===== config.mk =====
export PLATFORM = sky130hd
export DESIGN_NAME = cic_ctrl_regs
export DESIGN_NICKNAME = d
export VERILOG_FILES = /design/src/cic_pkg.sv /design/src/cic_view_map.sv /design/src/cic_line_gate.sv /design/src/cic_ctrl_regs.sv
export SDC_FILE = /design/constraint.sdc
export NUM_CORES = 1
export LEC_CHECK = 0
export ABC_CLOCK_PERIOD_IN_PS = 2200
export BUFFER_PORTS_ARGS = -buffer_cell sky130_fd_sc_hd__buf_2
export CORE_MARGIN = 5
export CORE_UTILIZATION = 51
export CTS_BUF_LIST = sky130_fd_sc_hd__clkbuf_8
export DETAILED_ROUTE_END_ITERATION = 8
export MAX_ROUTING_LAYER = met4
export PLACE_DENSITY = 0.93
export RECOVER_POWER = 100
export SKIP_LAST_GASP = 1
export SLEW_MARGIN = 20
export SYNTH_ARGS = -nofsm -noshare
export SYNTH_HDL_FRONTEND = slang
export SYNTH_SLANG_ARGS = --single-unit

===== constraint.sdc =====
create_clock -name clk_sys_in -period 2.2 [get_ports clk_sys_in]
set_input_delay 0.44 -clock clk_sys_in [delete_from_list [all_inputs] [get_ports clk_sys_in]]
set_output_delay 0.44 -clock clk_sys_in [all_outputs]
set_load 0.05 [all_outputs]

===== src/cic_pkg.sv =====
// Package of constants and carrier types for the CPU interface control register block
package cic_pkg;
  // ==========================================================================
  // Register map
  localparam logic [11:0] CIC_CTRL_OFFSET = 12'h000;
  localparam logic [11:0] CIC_BPR_OFFSET = 12'h008;
  localparam logic [11:0] CIC_ABPR_OFFSET = 12'h01c;
  // ==========================================================================
  // Secure view field positions
  localparam int CIC_S_SPLIT_NS = 10;
  localparam int CIC_S_SPLIT_S = 9;
  localparam int CIC_S_BNO_G1 = 8;
  localparam int CIC_S_BFO_G1 = 7;
  localparam int CIC_S_BNO_G0 = 6;
  localparam int CIC_S_BFO_G0 = 5;
  localparam int CIC_COMMON_BINARY_POINT_POS = 4;
  localparam int CIC_FAST_G0_POS = 3;
  localparam int CIC_S_EN_G1 = 1;
  localparam int CIC_S_EN_G0 = 0;
  // ==========================================================================
  // Non-secure view field positions
  localparam int CIC_NS_SPLIT = 9;
  localparam int CIC_NS_BNO_G1 = 6;
  localparam int CIC_NS_BFO_G1 = 5;
  localparam int CIC_NS_EN_G1 = 0;
  // ==========================================================================
  // Reset values and limits
  localparam logic [2:0] CIC_BP_RESET = 3'h0;
  localparam logic [2:0] CIC_BP_MAX = 3'h7;
  // ==========================================================================
  // Stored control state, one copy shared by all views
  typedef struct packed {
    logic split_ns;
    logic split_s;
    logic bno_g1;
    logic bfo_g1;
    logic bno_g0;
    logic bfo_g0;
    logic common_binary_point;
    logic fast_g0;
    logic en_g1;
    logic en_g0;
  } cic_ctrl_t;
  localparam cic_ctrl_t CIC_CTRL_RESET = '0;
  // Register bus request
  typedef struct packed {
    logic sel;
    logic wr;
    logic secure;
    logic [11:0] addr;
    logic [31:0] wdata;
  } cic_req_t;
endpackage : cic_pkg


===== src/cic_view_map.sv =====
// Packs stored control state into the view selected for a read
`timescale 1ns/1ps
`default_nettype none
module cic_view_map
  import cic_pkg::*;
(
  input wire cic_ctrl_t ctrl_in,
  input wire logic single_in,
  input wire logic secure_in,
  output logic [31:0] view_out
);
  // ==========================================================================
  // View packing; unlisted bits stay zero
  logic [31:0] s_view;
  logic [31:0] ns_view;
  logic [31:0] ss_view;
  always_comb
  begin
    s_view = 32'h0;
    s_view[CIC_S_SPLIT_NS] = ctrl_in.split_ns;
    s_view[CIC_S_SPLIT_S] = ctrl_in.split_s;
    s_view[CIC_S_BNO_G1] = ctrl_in.bno_g1;
    s_view[CIC_S_BFO_G1] = ctrl_in.bfo_g1;
    s_view[CIC_S_BNO_G0] = ctrl_in.bno_g0;
    s_view[CIC_S_BFO_G0] = ctrl_in.bfo_g0;
    s_view[CIC_COMMON_BINARY_POINT_POS] = ctrl_in.common_binary_point;
    s_view[CIC_FAST_G0_POS] = ctrl_in.fast_g0;
    s_view[CIC_S_EN_G1] = ctrl_in.en_g1;
    s_view[CIC_S_EN_G0] = ctrl_in.en_g0;
    ss_view = s_view;
    ss_view[CIC_S_SPLIT_NS] = 1'b0;
    ns_view = 32'h0;
    ns_view[CIC_NS_SPLIT] = ctrl_in.split_ns;
    ns_view[CIC_NS_BNO_G1] = ctrl_in.bno_g1;
    ns_view[CIC_NS_BFO_G1] = ctrl_in.bfo_g1;
    ns_view[CIC_NS_EN_G1] = ctrl_in.en_g1;
  end
  // Banked selection by access security
  assign view_out = single_in ? ss_view : (secure_in ? s_view : ns_view);
endmodule : cic_view_map
`default_nettype wire


===== src/cic_line_gate.sv =====
// Decides what reaches the processor's normal and fast interrupt lines
`timescale 1ns/1ps
`default_nettype none
module cic_line_gate
  import cic_pkg::*;
(
  input wire cic_ctrl_t ctrl_in,
  input wire logic sre_os_in,
  input wire logic pend_g0_in,
  input wire logic pend_g1_in,
  input wire logic bypass_normal_in,
  input wire logic bypass_fast_in,
  output logic normal_out,
  output logic fast_out
);
  // ==========================================================================
  // Group signals gated by their enables
  logic g0_sig;
  logic g1_sig;
  logic g0_fast;
  logic normal_on;
  logic fast_on;
  logic bp_normal;
  logic bp_fast;
  assign g0_sig = ctrl_in.en_g0 & pend_g0_in;
  assign g1_sig = ctrl_in.en_g1 & pend_g1_in;
  // Group 0 may move to the fast line; Group 1 never does
  assign g0_fast = ctrl_in.fast_g0;
  assign normal_on = ctrl_in.en_g1 | (ctrl_in.en_g0 & ~g0_fast);
  assign fast_on = ctrl_in.en_g0 & g0_fast;
  // Bypass passes only while line signaling is off and both disables clear
  // System register access at the OS level blinds the disables entirely
  assign bp_normal = bypass_normal_in & ~normal_on &
                     (sre_os_in | ~(ctrl_in.bno_g0 | ctrl_in.bno_g1));
  assign bp_fast = bypass_fast_in & ~fast_on &
                   (sre_os_in | ~(ctrl_in.bfo_g0 | ctrl_in.bfo_g1));
  assign normal_out = g1_sig | (g0_sig & ~g0_fast) | bp_normal;
  assign fast_out = (g0_sig & g0_fast) | bp_fast;
endmodule : cic_line_gate
`default_nettype wire


===== src/cic_ctrl_regs.sv =====
// Top: CPU interface control register in its banked views, with line drive
//
// Summary of operation
// Non-secure bit 5: Group 1 fast bypass off
// Non-secure bit 0 Group 1 enable; bits 4:1 zero
// Top-level bypass disable forces fields one, writes ignored
// OS-level sysreg access ignores bypass disable fields
// No legacy support: bypass disables may be hard one
// Secure bit 10: Non-secure split drop/deactivate
// Secure bit 9: Secure split drop/deactivate
// Split fields may be hard-wired to one
// Secure split and common split share storage
// Bits 8 and 6: normal bypass off per group
// Bits 7 and 5: fast bypass off per group
// Bit 4 common binary point selects preemption source
// Common point: Non-secure read Secure+1 saturated; writes ignored
// Bit 3 puts Group 0 on fast line
// Dual security: fast select may be hard one
// Secure bits 1,0 group enables; bit 2 zero
// Single view bit 9 common split; 31:10 zero
// All fields reset zero; Secure 31:11 zero
// Dual security banks views by access security
// Non-secure bit 9 split, bit 6 normal bypass
// Software reaches register at offset 0x0000
// Reserved bits zero; writes touch visible fields only
`timescale 1ns/1ps
`default_nettype none
module cic_ctrl_regs
  import cic_pkg::*;
#(
  parameter bit LEGACY_SUPPORT = 1'b1, // Zero hard-wires bypass disables to one
  parameter bit SPLIT_RAO = 1'b0, // One hard-wires split fields to one
  parameter bit FAST_G0_RAO = 1'b0 // One hard-wires fast select (dual security only)
)
(
  input wire logic clk_sys_in,
  input wire logic rstn_in,
  // Register port from the processing element
  input wire logic reg_sel_in,
  input wire logic reg_wr_in,
  input wire logic reg_secure_in,
  input wire logic [11:0] reg_addr_in,
  input wire logic [31:0] reg_wdata_in,
  output logic [31:0] reg_rdata_out,
  output logic reg_ack_out,
  // Configuration, same clock domain
  input wire logic single_security_select_in,
  input wire logic sre_top_in,
  input wire logic top_level_normal_bypass_disable_in,
  input wire logic top_level_fast_bypass_disable_in,
  input wire logic sre_os_in,
  // Pending group requests from the priority logic
  input wire logic pend_g0_in,
  input wire logic pend_g1_in,
  // Legacy bypass lines from pins
  input wire logic bypass_normal_in,
  input wire logic bypass_fast_in,
  // Processor lines
  output logic normal_irq_out,
  output logic fast_irq_out,
  // Split mode for the end-of-interrupt logic, common binary point select for preemption
  output logic split_ns_out,
  output logic split_s_out,
  output logic common_binary_point_out
);
  // ==========================================================================
  // Request carrier and decode
  cic_req_t req;
  assign req = '{sel: reg_sel_in, wr: reg_wr_in, secure: reg_secure_in,
                 addr: reg_addr_in, wdata: reg_wdata_in};
  logic hit_ctrl;
  logic hit_bpr;
  logic hit_abpr;
  logic wr_ctrl;
  logic sec_eff;
  assign hit_ctrl = req.sel & (req.addr == CIC_CTRL_OFFSET);
  assign hit_bpr = req.sel & (req.addr == CIC_BPR_OFFSET);
  assign hit_abpr = req.sel & (req.addr == CIC_ABPR_OFFSET);
  assign wr_ctrl = hit_ctrl & req.wr;
  // Single security: every access sees the single view
  assign sec_eff = req.secure | single_security_select_in;
  // ==========================================================================
  // Pin synchronisers: three flops, change taken when the last two agree
  logic [2:0] byp_n_sync_ff;
  logic [2:0] byp_f_sync_ff;
  logic byp_n_ff;
  logic byp_f_ff;
  logic nxt_byp_n;
  logic nxt_byp_f;
  // Shift chain; bit 0 may go metastable
  always_ff @(posedge clk_sys_in or negedge rstn_in)
  begin
    if (!rstn_in)
    begin
      byp_n_sync_ff <= 3'h0;
      byp_f_sync_ff <= 3'h0;
    end
    else
    begin
      byp_n_sync_ff <= {byp_n_sync_ff[1:0], bypass_normal_in};
      byp_f_sync_ff <= {byp_f_sync_ff[1:0], bypass_fast_in};
    end
  end
  // First stage is only read by the second
  assign nxt_byp_n = (byp_n_sync_ff[1] == byp_n_sync_ff[2]) ? byp_n_sync_ff[2] : byp_n_ff;
  assign nxt_byp_f = (byp_f_sync_ff[1] == byp_f_sync_ff[2]) ? byp_f_sync_ff[2] : byp_f_ff;
  // Filtered level; holds until the last two stages agree
  // A one-cycle pin glitch never reaches the lines
  always_ff @(posedge clk_sys_in or negedge rstn_in)
  begin
    if (!rstn_in)
    begin
      byp_n_ff <= 1'b0;
      byp_f_ff <= 1'b0;
    end
    else
    begin
      byp_n_ff <= nxt_byp_n;
      byp_f_ff <= nxt_byp_f;
    end
  end
  // ==========================================================================
  // Force-to-one terms for read-as-one fields
  // Hard-wired choices fold in here so every reader agrees
  logic force_bno;
  logic force_bfo;
  logic force_fast;
  assign force_bno = ~LEGACY_SUPPORT | (sre_top_in & top_level_normal_bypass_disable_in);
  assign force_bfo = ~LEGACY_SUPPORT | (sre_top_in & top_level_fast_bypass_disable_in);
  assign force_fast = FAST_G0_RAO & ~single_security_select_in;
  // ==========================================================================
  // Stored fields and the effective (forced) copy
  cic_ctrl_t ctrl_ff;
  cic_ctrl_t nxt_ctrl;
  cic_ctrl_t ctrl_eff;
  always_comb
  begin
    ctrl_eff = ctrl_ff;
    ctrl_eff.bno_g0 = ctrl_ff.bno_g0 | force_bno;
    ctrl_eff.bno_g1 = ctrl_ff.bno_g1 | force_bno;
    ctrl_eff.bfo_g0 = ctrl_ff.bfo_g0 | force_bfo;
    ctrl_eff.bfo_g1 = ctrl_ff.bfo_g1 | force_bfo;
    ctrl_eff.split_ns = ctrl_ff.split_ns | SPLIT_RAO;
    ctrl_eff.split_s = ctrl_ff.split_s | SPLIT_RAO;
    ctrl_eff.fast_g0 = ctrl_ff.fast_g0 | force_fast;
  end
  // Write merge: each view updates only the fields it shows
  always_comb
  begin
    nxt_ctrl = ctrl_ff;
    if (wr_ctrl && sec_eff)
    begin
      // Secure and single views share one layout below bit 10
      if (!single_security_select_in)
        nxt_ctrl.split_ns = req.wdata[CIC_S_SPLIT_NS];
      nxt_ctrl.split_s = req.wdata[CIC_S_SPLIT_S];
      // Forced fields keep their stored bit, shown again once released
      nxt_ctrl.bno_g1 = force_bno ? ctrl_ff.bno_g1 : req.wdata[CIC_S_BNO_G1];
      nxt_ctrl.bfo_g1 = force_bfo ? ctrl_ff.bfo_g1 : req.wdata[CIC_S_BFO_G1];
      nxt_ctrl.bno_g0 = force_bno ? ctrl_ff.bno_g0 : req.wdata[CIC_S_BNO_G0];
      nxt_ctrl.bfo_g0 = force_bfo ? ctrl_ff.bfo_g0 : req.wdata[CIC_S_BFO_G0];
      nxt_ctrl.common_binary_point = req.wdata[CIC_COMMON_BINARY_POINT_POS];
      nxt_ctrl.fast_g0 = force_fast ? ctrl_ff.fast_g0 : req.wdata[CIC_FAST_G0_POS];
      nxt_ctrl.en_g1 = req.wdata[CIC_S_EN_G1];
      nxt_ctrl.en_g0 = req.wdata[CIC_S_EN_G0];
    end
    else if (wr_ctrl)
    begin
      // Non-secure view reaches Group 1 fields only
      nxt_ctrl.split_ns = req.wdata[CIC_NS_SPLIT];
      nxt_ctrl.bno_g1 = force_bno ? ctrl_ff.bno_g1 : req.wdata[CIC_NS_BNO_G1];
      nxt_ctrl.bfo_g1 = force_bfo ? ctrl_ff.bfo_g1 : req.wdata[CIC_NS_BFO_G1];
      nxt_ctrl.en_g1 = req.wdata[CIC_NS_EN_G1];
    end
  end
  // Control storage; one copy serves every view
  always_ff @(posedge clk_sys_in or negedge rstn_in)
  begin
    if (!rstn_in)
      ctrl_ff <= CIC_CTRL_RESET;
    else
      ctrl_ff <= nxt_ctrl;
  end
  // ==========================================================================
  // Binary point registers, Secure and Non-secure copies
  // Non-secure copy also serves the alias register
  logic [2:0] bp_s_ff;
  logic [2:0] bp_ns_ff;
  logic [2:0] nxt_bp_s;
  logic [2:0] nxt_bp_ns;
  logic [2:0] bp_s_inc;
  logic dual_common_binary_point;
  assign dual_common_binary_point = ~single_security_select_in & ctrl_ff.common_binary_point;
  // Saturating increment of the Secure point
  assign bp_s_inc = (bp_s_ff == CIC_BP_MAX) ? CIC_BP_MAX : bp_s_ff + 3'h1;
  // Secure writes own the Secure copy; Non-secure writes blocked in common mode
  assign nxt_bp_s = (hit_bpr && req.wr && sec_eff) ? req.wdata[2:0] : bp_s_ff;
  assign nxt_bp_ns = (hit_bpr && req.wr && !sec_eff && !dual_common_binary_point) ? req.wdata[2:0] :
                     (hit_abpr && req.wr && sec_eff) ? req.wdata[2:0] : bp_ns_ff;
  // Point storage; zero reset is our choice, software must program it
  always_ff @(posedge clk_sys_in or negedge rstn_in)
  begin
    if (!rstn_in)
    begin
      bp_s_ff <= CIC_BP_RESET;
      bp_ns_ff <= CIC_BP_RESET;
    end
    else
    begin
      bp_s_ff <= nxt_bp_s;
      bp_ns_ff <= nxt_bp_ns;
    end
  end
  // ==========================================================================
  // Read path
  logic [31:0] ctrl_view;
  logic [31:0] nxt_rdata;
  logic [2:0] bpr_rd;
  cic_view_map u_view
  (
    .ctrl_in(ctrl_eff),
    .single_in(single_security_select_in),
    .secure_in(sec_eff),
    .view_out(ctrl_view)
  );
  assign bpr_rd = sec_eff ? bp_s_ff : (dual_common_binary_point ? bp_s_inc : bp_ns_ff);
  // Unmapped or write accesses return zero
  // Alias point is Secure only; a Non-secure look reads zero
  assign nxt_rdata = (!req.sel || req.wr) ? 32'h0 :
                     hit_ctrl ? ctrl_view :
                     hit_bpr ? {29'h0, bpr_rd} :
                     (hit_abpr && sec_eff) ? {29'h0, bp_ns_ff} : 32'h0;
  // Every request is answered one cycle later, unmapped ones too
  always_ff @(posedge clk_sys_in or negedge rstn_in)
  begin
    if (!rstn_in)
    begin
      reg_rdata_out <= 32'h0;
      reg_ack_out <= 1'b0;
    end
    else
    begin
      reg_rdata_out <= nxt_rdata;
      reg_ack_out <= req.sel;
    end
  end
  // ==========================================================================
  // Line drive, registered
  logic nxt_normal;
  logic nxt_fast;
  cic_line_gate u_gate
  (
    .ctrl_in(ctrl_eff),
    .sre_os_in(sre_os_in),
    .pend_g0_in(pend_g0_in),
    .pend_g1_in(pend_g1_in),
    .bypass_normal_in(byp_n_ff),
    .bypass_fast_in(byp_f_ff),
    .normal_out(nxt_normal),
    .fast_out(nxt_fast)
  );
  // Lines and field copies leave straight from flops
  // Costs a cycle of latency but keeps the lines glitch free
  always_ff @(posedge clk_sys_in or negedge rstn_in)
  begin
    if (!rstn_in)
    begin
      normal_irq_out <= 1'b0;
      fast_irq_out <= 1'b0;
      split_ns_out <= 1'b0;
      split_s_out <= 1'b0;
      common_binary_point_out <= 1'b0;
    end
    else
    begin
      normal_irq_out <= nxt_normal;
      fast_irq_out <= nxt_fast;
      split_ns_out <= ctrl_eff.split_ns;
      split_s_out <= ctrl_eff.split_s;
      common_binary_point_out <= ctrl_ff.common_binary_point;
    end
  end
  // ==========================================================================
  // Assertions
  // Every check runs on the system clock and sleeps during reset
  a_ns_reserved_zero: assert property (@(posedge clk_sys_in) disable iff (!rstn_in)
    $past(hit_ctrl & ~req.wr & ~sec_eff) |-> reg_rdata_out[4:1] == 4'h0)
    else $error("Non-secure reserved bits nonzero");
  a_ns_upper_zero: assert property (@(posedge clk_sys_in) disable iff (!rstn_in)
    $past(hit_ctrl & ~req.wr & ~sec_eff) |-> reg_rdata_out[31:10] == 22'h0 &&
    reg_rdata_out[8:7] == 2'h0)
    else $error("Non-secure upper bits nonzero");
  a_s_upper_zero: assert property (@(posedge clk_sys_in) disable iff (!rstn_in)
    $past(hit_ctrl & ~req.wr & sec_eff) |-> reg_rdata_out[31:11] == 21'h0 &&
    reg_rdata_out[2] == 1'b0)
    else $error("Secure reserved bits nonzero");
  a_single_bit_zero: assert property (@(posedge clk_sys_in) disable iff (!rstn_in)
    $past(hit_ctrl & ~req.wr & single_security_select_in) |-> reg_rdata_out[10] == 1'b0)
    else $error("Single view bit 10 nonzero");
  a_ack_per_access: assert property (@(posedge clk_sys_in) disable iff (!rstn_in)
    req.sel |=> reg_ack_out)
    else $error("Request left without acknowledge");
  a_force_bno_one: assert property (@(posedge clk_sys_in) disable iff (!rstn_in)
    force_bno |-> ctrl_view[CIC_NS_BNO_G1] | (sec_eff & ctrl_view[CIC_S_BNO_G1]))
    else $error("Forced bypass disable reads zero");
  a_forced_write_keeps: assert property (@(posedge clk_sys_in) disable iff (!rstn_in)
    (wr_ctrl & force_bno) |=> $stable(ctrl_ff.bno_g0) && $stable(ctrl_ff.bno_g1))
    else $error("Forced bypass disable took a write");
  a_split_shared: assert property (@(posedge clk_sys_in) disable iff (!rstn_in)
    (wr_ctrl & sec_eff) |=> ##1
    split_s_out == ($past(req.wdata[CIC_S_SPLIT_S], 2) | SPLIT_RAO))
    else $error("Split field not shared");
  a_ns_write_keeps: assert property (@(posedge clk_sys_in) disable iff (!rstn_in)
    (wr_ctrl & ~sec_eff) |=> $stable(ctrl_ff.en_g0) && $stable(ctrl_ff.common_binary_point))
    else $error("Non-secure write altered Secure field");
  a_bpr_sat_read: assert property (@(posedge clk_sys_in) disable iff (!rstn_in)
    (hit_bpr & ~req.wr & ~sec_eff & dual_common_binary_point & bp_s_ff == CIC_BP_MAX) |=>
    reg_rdata_out == 32'h7)
    else $error("Binary point read not saturated");
  a_bpr_ns_ignored: assert property (@(posedge clk_sys_in) disable iff (!rstn_in)
    (hit_bpr & req.wr & ~sec_eff & dual_common_binary_point & ~hit_abpr) |=> $stable(bp_ns_ff))
    else $error("Non-secure point write not ignored");
  // Line checks
  a_g1_not_fast: assert property (@(posedge clk_sys_in) disable iff (!rstn_in)
    (~ctrl_eff.en_g0 & ~byp_f_ff) |=> ~fast_irq_out)
    else $error("Fast line raised without Group 0");
  a_g1_normal_line: assert property (@(posedge clk_sys_in) disable iff (!rstn_in)
    (ctrl_eff.en_g1 & pend_g1_in) |=> normal_irq_out)
    else $error("Group 1 missing on normal line");
  a_g0_fast_line: assert property (@(posedge clk_sys_in) disable iff (!rstn_in)
    (ctrl_eff.en_g0 & ctrl_eff.fast_g0 & pend_g0_in) |=> fast_irq_out)
    else $error("Group 0 missing on fast line");
  a_sre_os_bypass: assert property (@(posedge clk_sys_in) disable iff (!rstn_in)
    (sre_os_in & byp_n_ff & ~ctrl_eff.en_g0 & ~ctrl_eff.en_g1) |=> normal_irq_out)
    else $error("Bypass blocked at OS-level access");
  // Cover points for the main scenarios
  c_secure_write: cover property (@(posedge clk_sys_in) disable iff (!rstn_in)
    wr_ctrl & sec_eff);
  c_ns_read: cover property (@(posedge clk_sys_in) disable iff (!rstn_in)
    hit_ctrl & ~req.wr & ~sec_eff);
  c_fast_line: cover property (@(posedge clk_sys_in) disable iff (!rstn_in) fast_irq_out);
  c_bypass_pass: cover property (@(posedge clk_sys_in) disable iff (!rstn_in)
    byp_n_ff & ~ctrl_eff.en_g1 & ~ctrl_eff.en_g0 ##1 normal_irq_out);
  c_single_write: cover property (@(posedge clk_sys_in) disable iff (!rstn_in)
    wr_ctrl & single_security_select_in);
endmodule : cic_ctrl_regs
`default_nettype wire


; ---- Word level (Yosys, flattened, before mapping)
; Cells that the tools add are included.
[word_totals]
regBits = 62
inputBits = 58
output_inout_bits = 38
[op_classes]
n_addsub = 1
eq_ne = 6
mux = 22
bitwise_logic = 38
reduce_logical = 20
[op_table]
columns = cell, n
row1 = $mux W32, 3
row2 = $mux W3, 7
row3 = $and A1 B1 Y1, 17
row4 = $or A1 B1 Y1, 13
row5 = $eq A12 B4 Y1 const B, 1
row6 = $eq A12 B5 Y1 const B, 1
row7 = $logic_not A12 Y1, 1
row8 = $mux W11, 1
row9 = $reduce_and A2 Y1, 5
row10 = $mux W1, 9
row11 = $logic_and A1 B1 Y1, 8
row12 = $not A1 Y1, 8
row13 = $mux W2, 2
row14 = $reduce_bool A2 Y1, 2
row15 = $add A3 B1 Y3 const B, 1
row16 = $eq A3 B3 Y1 const B, 1
row17 = $logic_not A1 Y1, 3
row18 = $eq A1 B1 Y1, 2
row19 = $ne A2 B2 Y1 const B, 1
row20 = $logic_or A1 B1 Y1, 1

; ---- Depth between registers and ports, before layout
[depth]
word_depth = 7
mapped_depth = 5
mapped_depth_nobuf = 5

; ---- By module
; Synthesis repeated with hierarchy kept, for this count alone.
[hier_totals]
hier_cells = 216
hier_area_um2 = 2781.4
[by_module_without_submodules]
columns = mod, instances, cells_each, area_per_inst_um2, seq_area_each_um2
row1 = cic_ctrl_regs, 1, 172, 2428.6, 1551.5
row2 = cic_view_map, 1, 35, 276.5, 0.0
row3 = cic_line_gate, 1, 9, 76.3, 0.0

; ---- Worst setup path after synthesis
; No wires, ideal clock.
[synth_path]
path_type = input to register
start = input reg_addr_in[3]
end = register ctrl_ff[4] in the netlist's numbering
arrival_ps = 1591
t_required_ps = 2072
setup_slack_ps = 481
path_stages = 4
n_path_buf = 1
cell_sequence = clkbuf_1 or3_4 nor4b_2 mux2_1
[synth_between]
elab_chain_cells = 5
[synth_lines]
columns = item, line_no
row1 = start: declaration, cic_ctrl_regs.sv:42  ; input wire logic [11:0] reg_addr_in,
row2 = $logic_not A12 Y1, cic_ctrl_regs.sv:76  ; assign hit_ctrl = req.sel & (req.addr == CIC_CTRL_OFFSET);
row3 = $and A1 B1 Y1, cic_ctrl_regs.sv:76
row4 = $and A1 B1 Y1, cic_ctrl_regs.sv:79  ; assign wr_ctrl = hit_ctrl & req.wr;
row5 = $logic_and A1 B1 Y1, cic_ctrl_regs.sv:151  ; if (wr_ctrl && sec_eff)
row6 = $reduce_and A2 Y1 (no source line), --
row7 = end signal: assignment, cic_ctrl_regs.sv:182  ; ctrl_ff <= nxt_ctrl;
row8 = end: declaration, cic_ctrl_regs.sv:133  ; cic_ctrl_t ctrl_ff;
; No other way between the ends.
; A chain may end at the register's enable or synchronous reset.

; ---- Worst setup path after layout
[layout_path]
start = input reg_addr_in[9]
end = register bp_s_ff[2]
[layout_between]
elab_chain_cells = 4
[layout_lines]
columns = item, line_no
row1 = $eq A12 B4 Y1, cic_ctrl_regs.sv:77  ; assign hit_bpr = req.sel & (req.addr == CIC_BPR_OFFSET);
row2 = $and A1 B1 Y1, cic_ctrl_regs.sv:77
row3 = $logic_and A1 B1 Y1 (2 in series), cic_ctrl_regs.sv:197  ; assign nxt_bp_s = (hit_bpr && req.wr && sec_eff) ? req.wdata[2:0] : bp_s_ff;
row4 = end signal: assignment, cic_ctrl_regs.sv:210  ; bp_s_ff <= nxt_bp_s;
row5 = end: declaration, cic_ctrl_regs.sv:187  ; logic [2:0] bp_s_ff;
; No other way between the ends.

==> impl_metrics.toml <==
[floorplan]
start_util_pct = 53.70
floorplan.die_area_mm2 = 0.005264
pin_count = 96
chipWidth_um = 72.56
fp.coreArea_mm2 = 0.003716
fp.dieH_um = 72.56
placement_rows = 22

[min_path]
min-delay-path-class = "input pin to flop"

[cts]
cts_resized = 0
cts_root_buf = "sky130_fd_sc_hd__clkbuf_8"
tritoncts.num_buffers = 5
ctsLongestPathBuffers = 2
clock_sinks = 41
cts_hold_buffers = 0
tritoncts = "done"
cts_max_level = 2
clkLatencyLatePin_ns = 0.30
cts_setup_buffers = 0
clk_pin_slew_worst_paths_ns = 0.08

[synth]
synth.yosys.seq_area_share_pct = 51.41
synth.avg_cell_area_um2 = 11.47
yosys_warnings = 0
postSynthCellCount = 174
netlist-cell-type-count = 41
synth-edff-count = 0
yosys_reg_bits = 41
post_syn_area_mm2 = 0.001996
postSynth.topFlopCell = "sky130_fd_sc_hd__dfrtp_1"
asyncSetResetFlopFracSynth_pct = 100.0

[worst_setup_path]
ws_path_type = "input pin to flop"
type_of_element_capturing_the_critical_path = "flop"
worstPathRequired_ns = 2.39
worstSetupStartpointType = "input pin"
worst_ep_arrival_time_ns = 2.05
timing.critical_path.fanout_max = 5

[placed_design]
buffer_ports.inserted = 53
dp_hpwl_mm = 3.273
place.gp.congestion = 0.9048

[finish]
sequential_cell_area_mm2 = 0.001026
multi_input_area_um2 = 837.1
layout.filler_cells = 309
final_net_count = 291
antenna_cells = 0
most_frequent_cells_in_the_layout = "sky130_fd_sc_hd__dfrtp_1 (41), sky130_fd_sc_hd__buf_2 (30), sky130_fd_sc_hd__clkbuf_1 (24), sky130_fd_sc_hd__conb_1 (21), sky130_fd_sc_hd__nand2_1 (20)"
syn_to_final_growth_pct = 15.61
mostFrequentLayoutCell = "sky130_fd_sc_hd__dfrtp_1"
share_of_layout_cells_above_drive_strength_1_pct = 24.89

[power]
irDropWorstVdd_uv = 393.3
power_density_mw_per_mm2 = 700.1
fin_total_pwr_mw = 1.615
leakage_nw = 1.110

[sta]
max_freq_mhz = 537.0
grt_setup_unrepaired = "false"
min_period_ns = 1.862
max_clock_skew_ns = 0.01142
drv_slew = 0
setup_tns_ns = 0
tightestPinTransition_ns = 0.9668
finalSetupViolations = 0
worst_slew_margin_rel_pct = 35.55
finalHoldViolCount = 0
final_min_period_over_clock_period_pct = 84.65

[route]
remaining_number_of_nets_flagged_by_the_antenna_check_after_routing = 0
route.detailed.wl_per_inst_um = 16.47
detail_route.drc_violations = 0
postRouteWirelength_mm = 4.628
vias_per_cell = 5.480
route.vias.total = 1540
detail_route.first_pass.iterations = 4
initialDrtViolationCount = 131

[global_route]
grt_pass1_wl_mm = 6.837
largest_net_degree_at_the_start_of_global_routing = 42
grt_pass1_vias = 1442
gr-usage-all-layers_pct = 17.76
grt_overflow = 0
antenna_found_initial = 0

[flow_run]
maxCapViolCount = 0

[outcome]
run_status = "complete, no violations"
-- report_power, final --
part	internal (mW)	leakage (nW)	switching, mW
clock	0.365	0.0626	0.254
combinational	0.0497	0.500	0.173
sequential	0.768	0.548	0.00564
-- kinds of logic (layout without fill, tap and decap cells) --
group | after synthesis | after routing | synth area share, %
AO/OA/AOI/OAI | 33 | 33 | 10.85
adder cells (fa/ha/maj) | 3 | 3 | 1.630
buffers and inverters | 28 | 67 | 9.279
flip-flops | 41 | 41 | 51.41
multiplexers | 17 | 17 | 9.404
other | 1 | 21 | 0.1879
AND/OR/NAND/NOR | 51 | 51 | 17.24
-- final timing paths --
path                                                 start                          to  slack [ns]  cells past startpoint
worst max-delay path                        reg_addr_in[9]      bp_s_ff[2]$_DFFE_PN0P_        0.34                      5
worst min-delay path                        bypass_fast_in  byp_f_sync_ff[0]$_DFF_PN0_        0.25                      1
worst max register to register     ctrl_eff[3]$_DFFE_PN0P_     bp_ns_ff[1]$_DFFE_PN0P_        0.50                      4
worst min register to register  byp_f_sync_ff[0]$_DFF_PN0_  byp_f_sync_ff[1]$_DFF_PN0_        0.36                      0
max in group asynchronous                          rstn_in  byp_n_sync_ff[0]$_DFF_PN0_        1.32                      1
min in group asynchronous                          rstn_in       reg_ack_out$_DFF_PN0_        0.28                      1
-- cell type report --
class                           instances  area share (%)
Sequential cell                        41           44.47
Multi-Input combinational cell        125           36.28
Timing Repair Buffer                   57           11.28
Clock buffer                            6           3.579
Tap cell                               48           2.603
Clock inverter                          2           1.464
Inverter                                2          0.3254
-- synthesized netlist by cell type, drive strengths merged (2+ instances only) --
library cell | count | share of area (%)
nand2 | 20 | 3.8
nand3 | 2 | 1.1
dfrtp | 41 | 51
nor3 | 8 | 3.1
buf | 22 | 8.2
nor4b | 5 | 3.6
nand4 | 2 | 0.63
mux2 | 14 | 7.9
a311oi | 2 | 0.88
mux2i | 3 | 1.5
nor2 | 5 | 0.94
a31oi | 4 | 1.3
a21oi | 9 | 2.3
clkbuf | 4 | 0.75
nor3b | 2 | 0.75
nor2b | 2 | 0.63
maj3 | 2 | 1.0
a211oi | 3 | 1.1
o211a | 2 | 1.0
inv | 2 | 0.38
o21ai | 7 | 1.8
-- per-stage QoR --
stage / area (um^2) / std cells / hold slack [ns] / util [%] / worst slack [ns]
2_1_floorplan: 2071 / 194 / 0.1444 / - / 0.4811
3_3_place_gp: 2248 / 273 / 0.3317 / 60.51 / 0.2444
3_5_place_dp: 2248 / 273 / 0.3420 / 60.51 / 0.1955
4_1_cts: 2365 / 281 / 0.2442 / 63.64 / 0.5121
5_1_grt: 2307 / 281 / 0.2395 / 62.09 / 0.3135
6_report: 2307 / 281 / 0.2484 / 62.09 / 0.3377
-- registers in the layout (all words and copies together), names as in the netlist --
register and flops:
reg_rdata_out 11, ctrl_eff 6, ctrl_ff 4, bp_ns_ff 3
bp_s_ff 3, byp_f_sync_ff 3, byp_n_sync_ff 3, byp_f_ff 1
byp_n_ff 1, common_binary_point_out 1, fast_irq_out 1, normal_irq_out 1
reg_ack_out 1, split_ns_out 1, split_s_out 1
-- critical path: stages --
cell and delay, ns:
sky130_fd_sc_hd__buf_2 0.11, sky130_fd_sc_hd__nor4_4 0.42, sky130_fd_sc_hd__nand3_4 0.16, sky130_fd_sc_hd__nor3_1 0.53
sky130_fd_sc_hd__mux2_2 0.40
-- layer usage --
layer / vias to the layer above / track usage, % / share of wire [%]
met5: - / - / 0
met4: 0 / 6.762 / 1.5
met3: 10 / 4.432 / 8.6
met2: 82 / 30.16 / 54
met1: 748 / 20.07 / 36
li1: 700 / - / -
(Power assumes the default switching activity.)
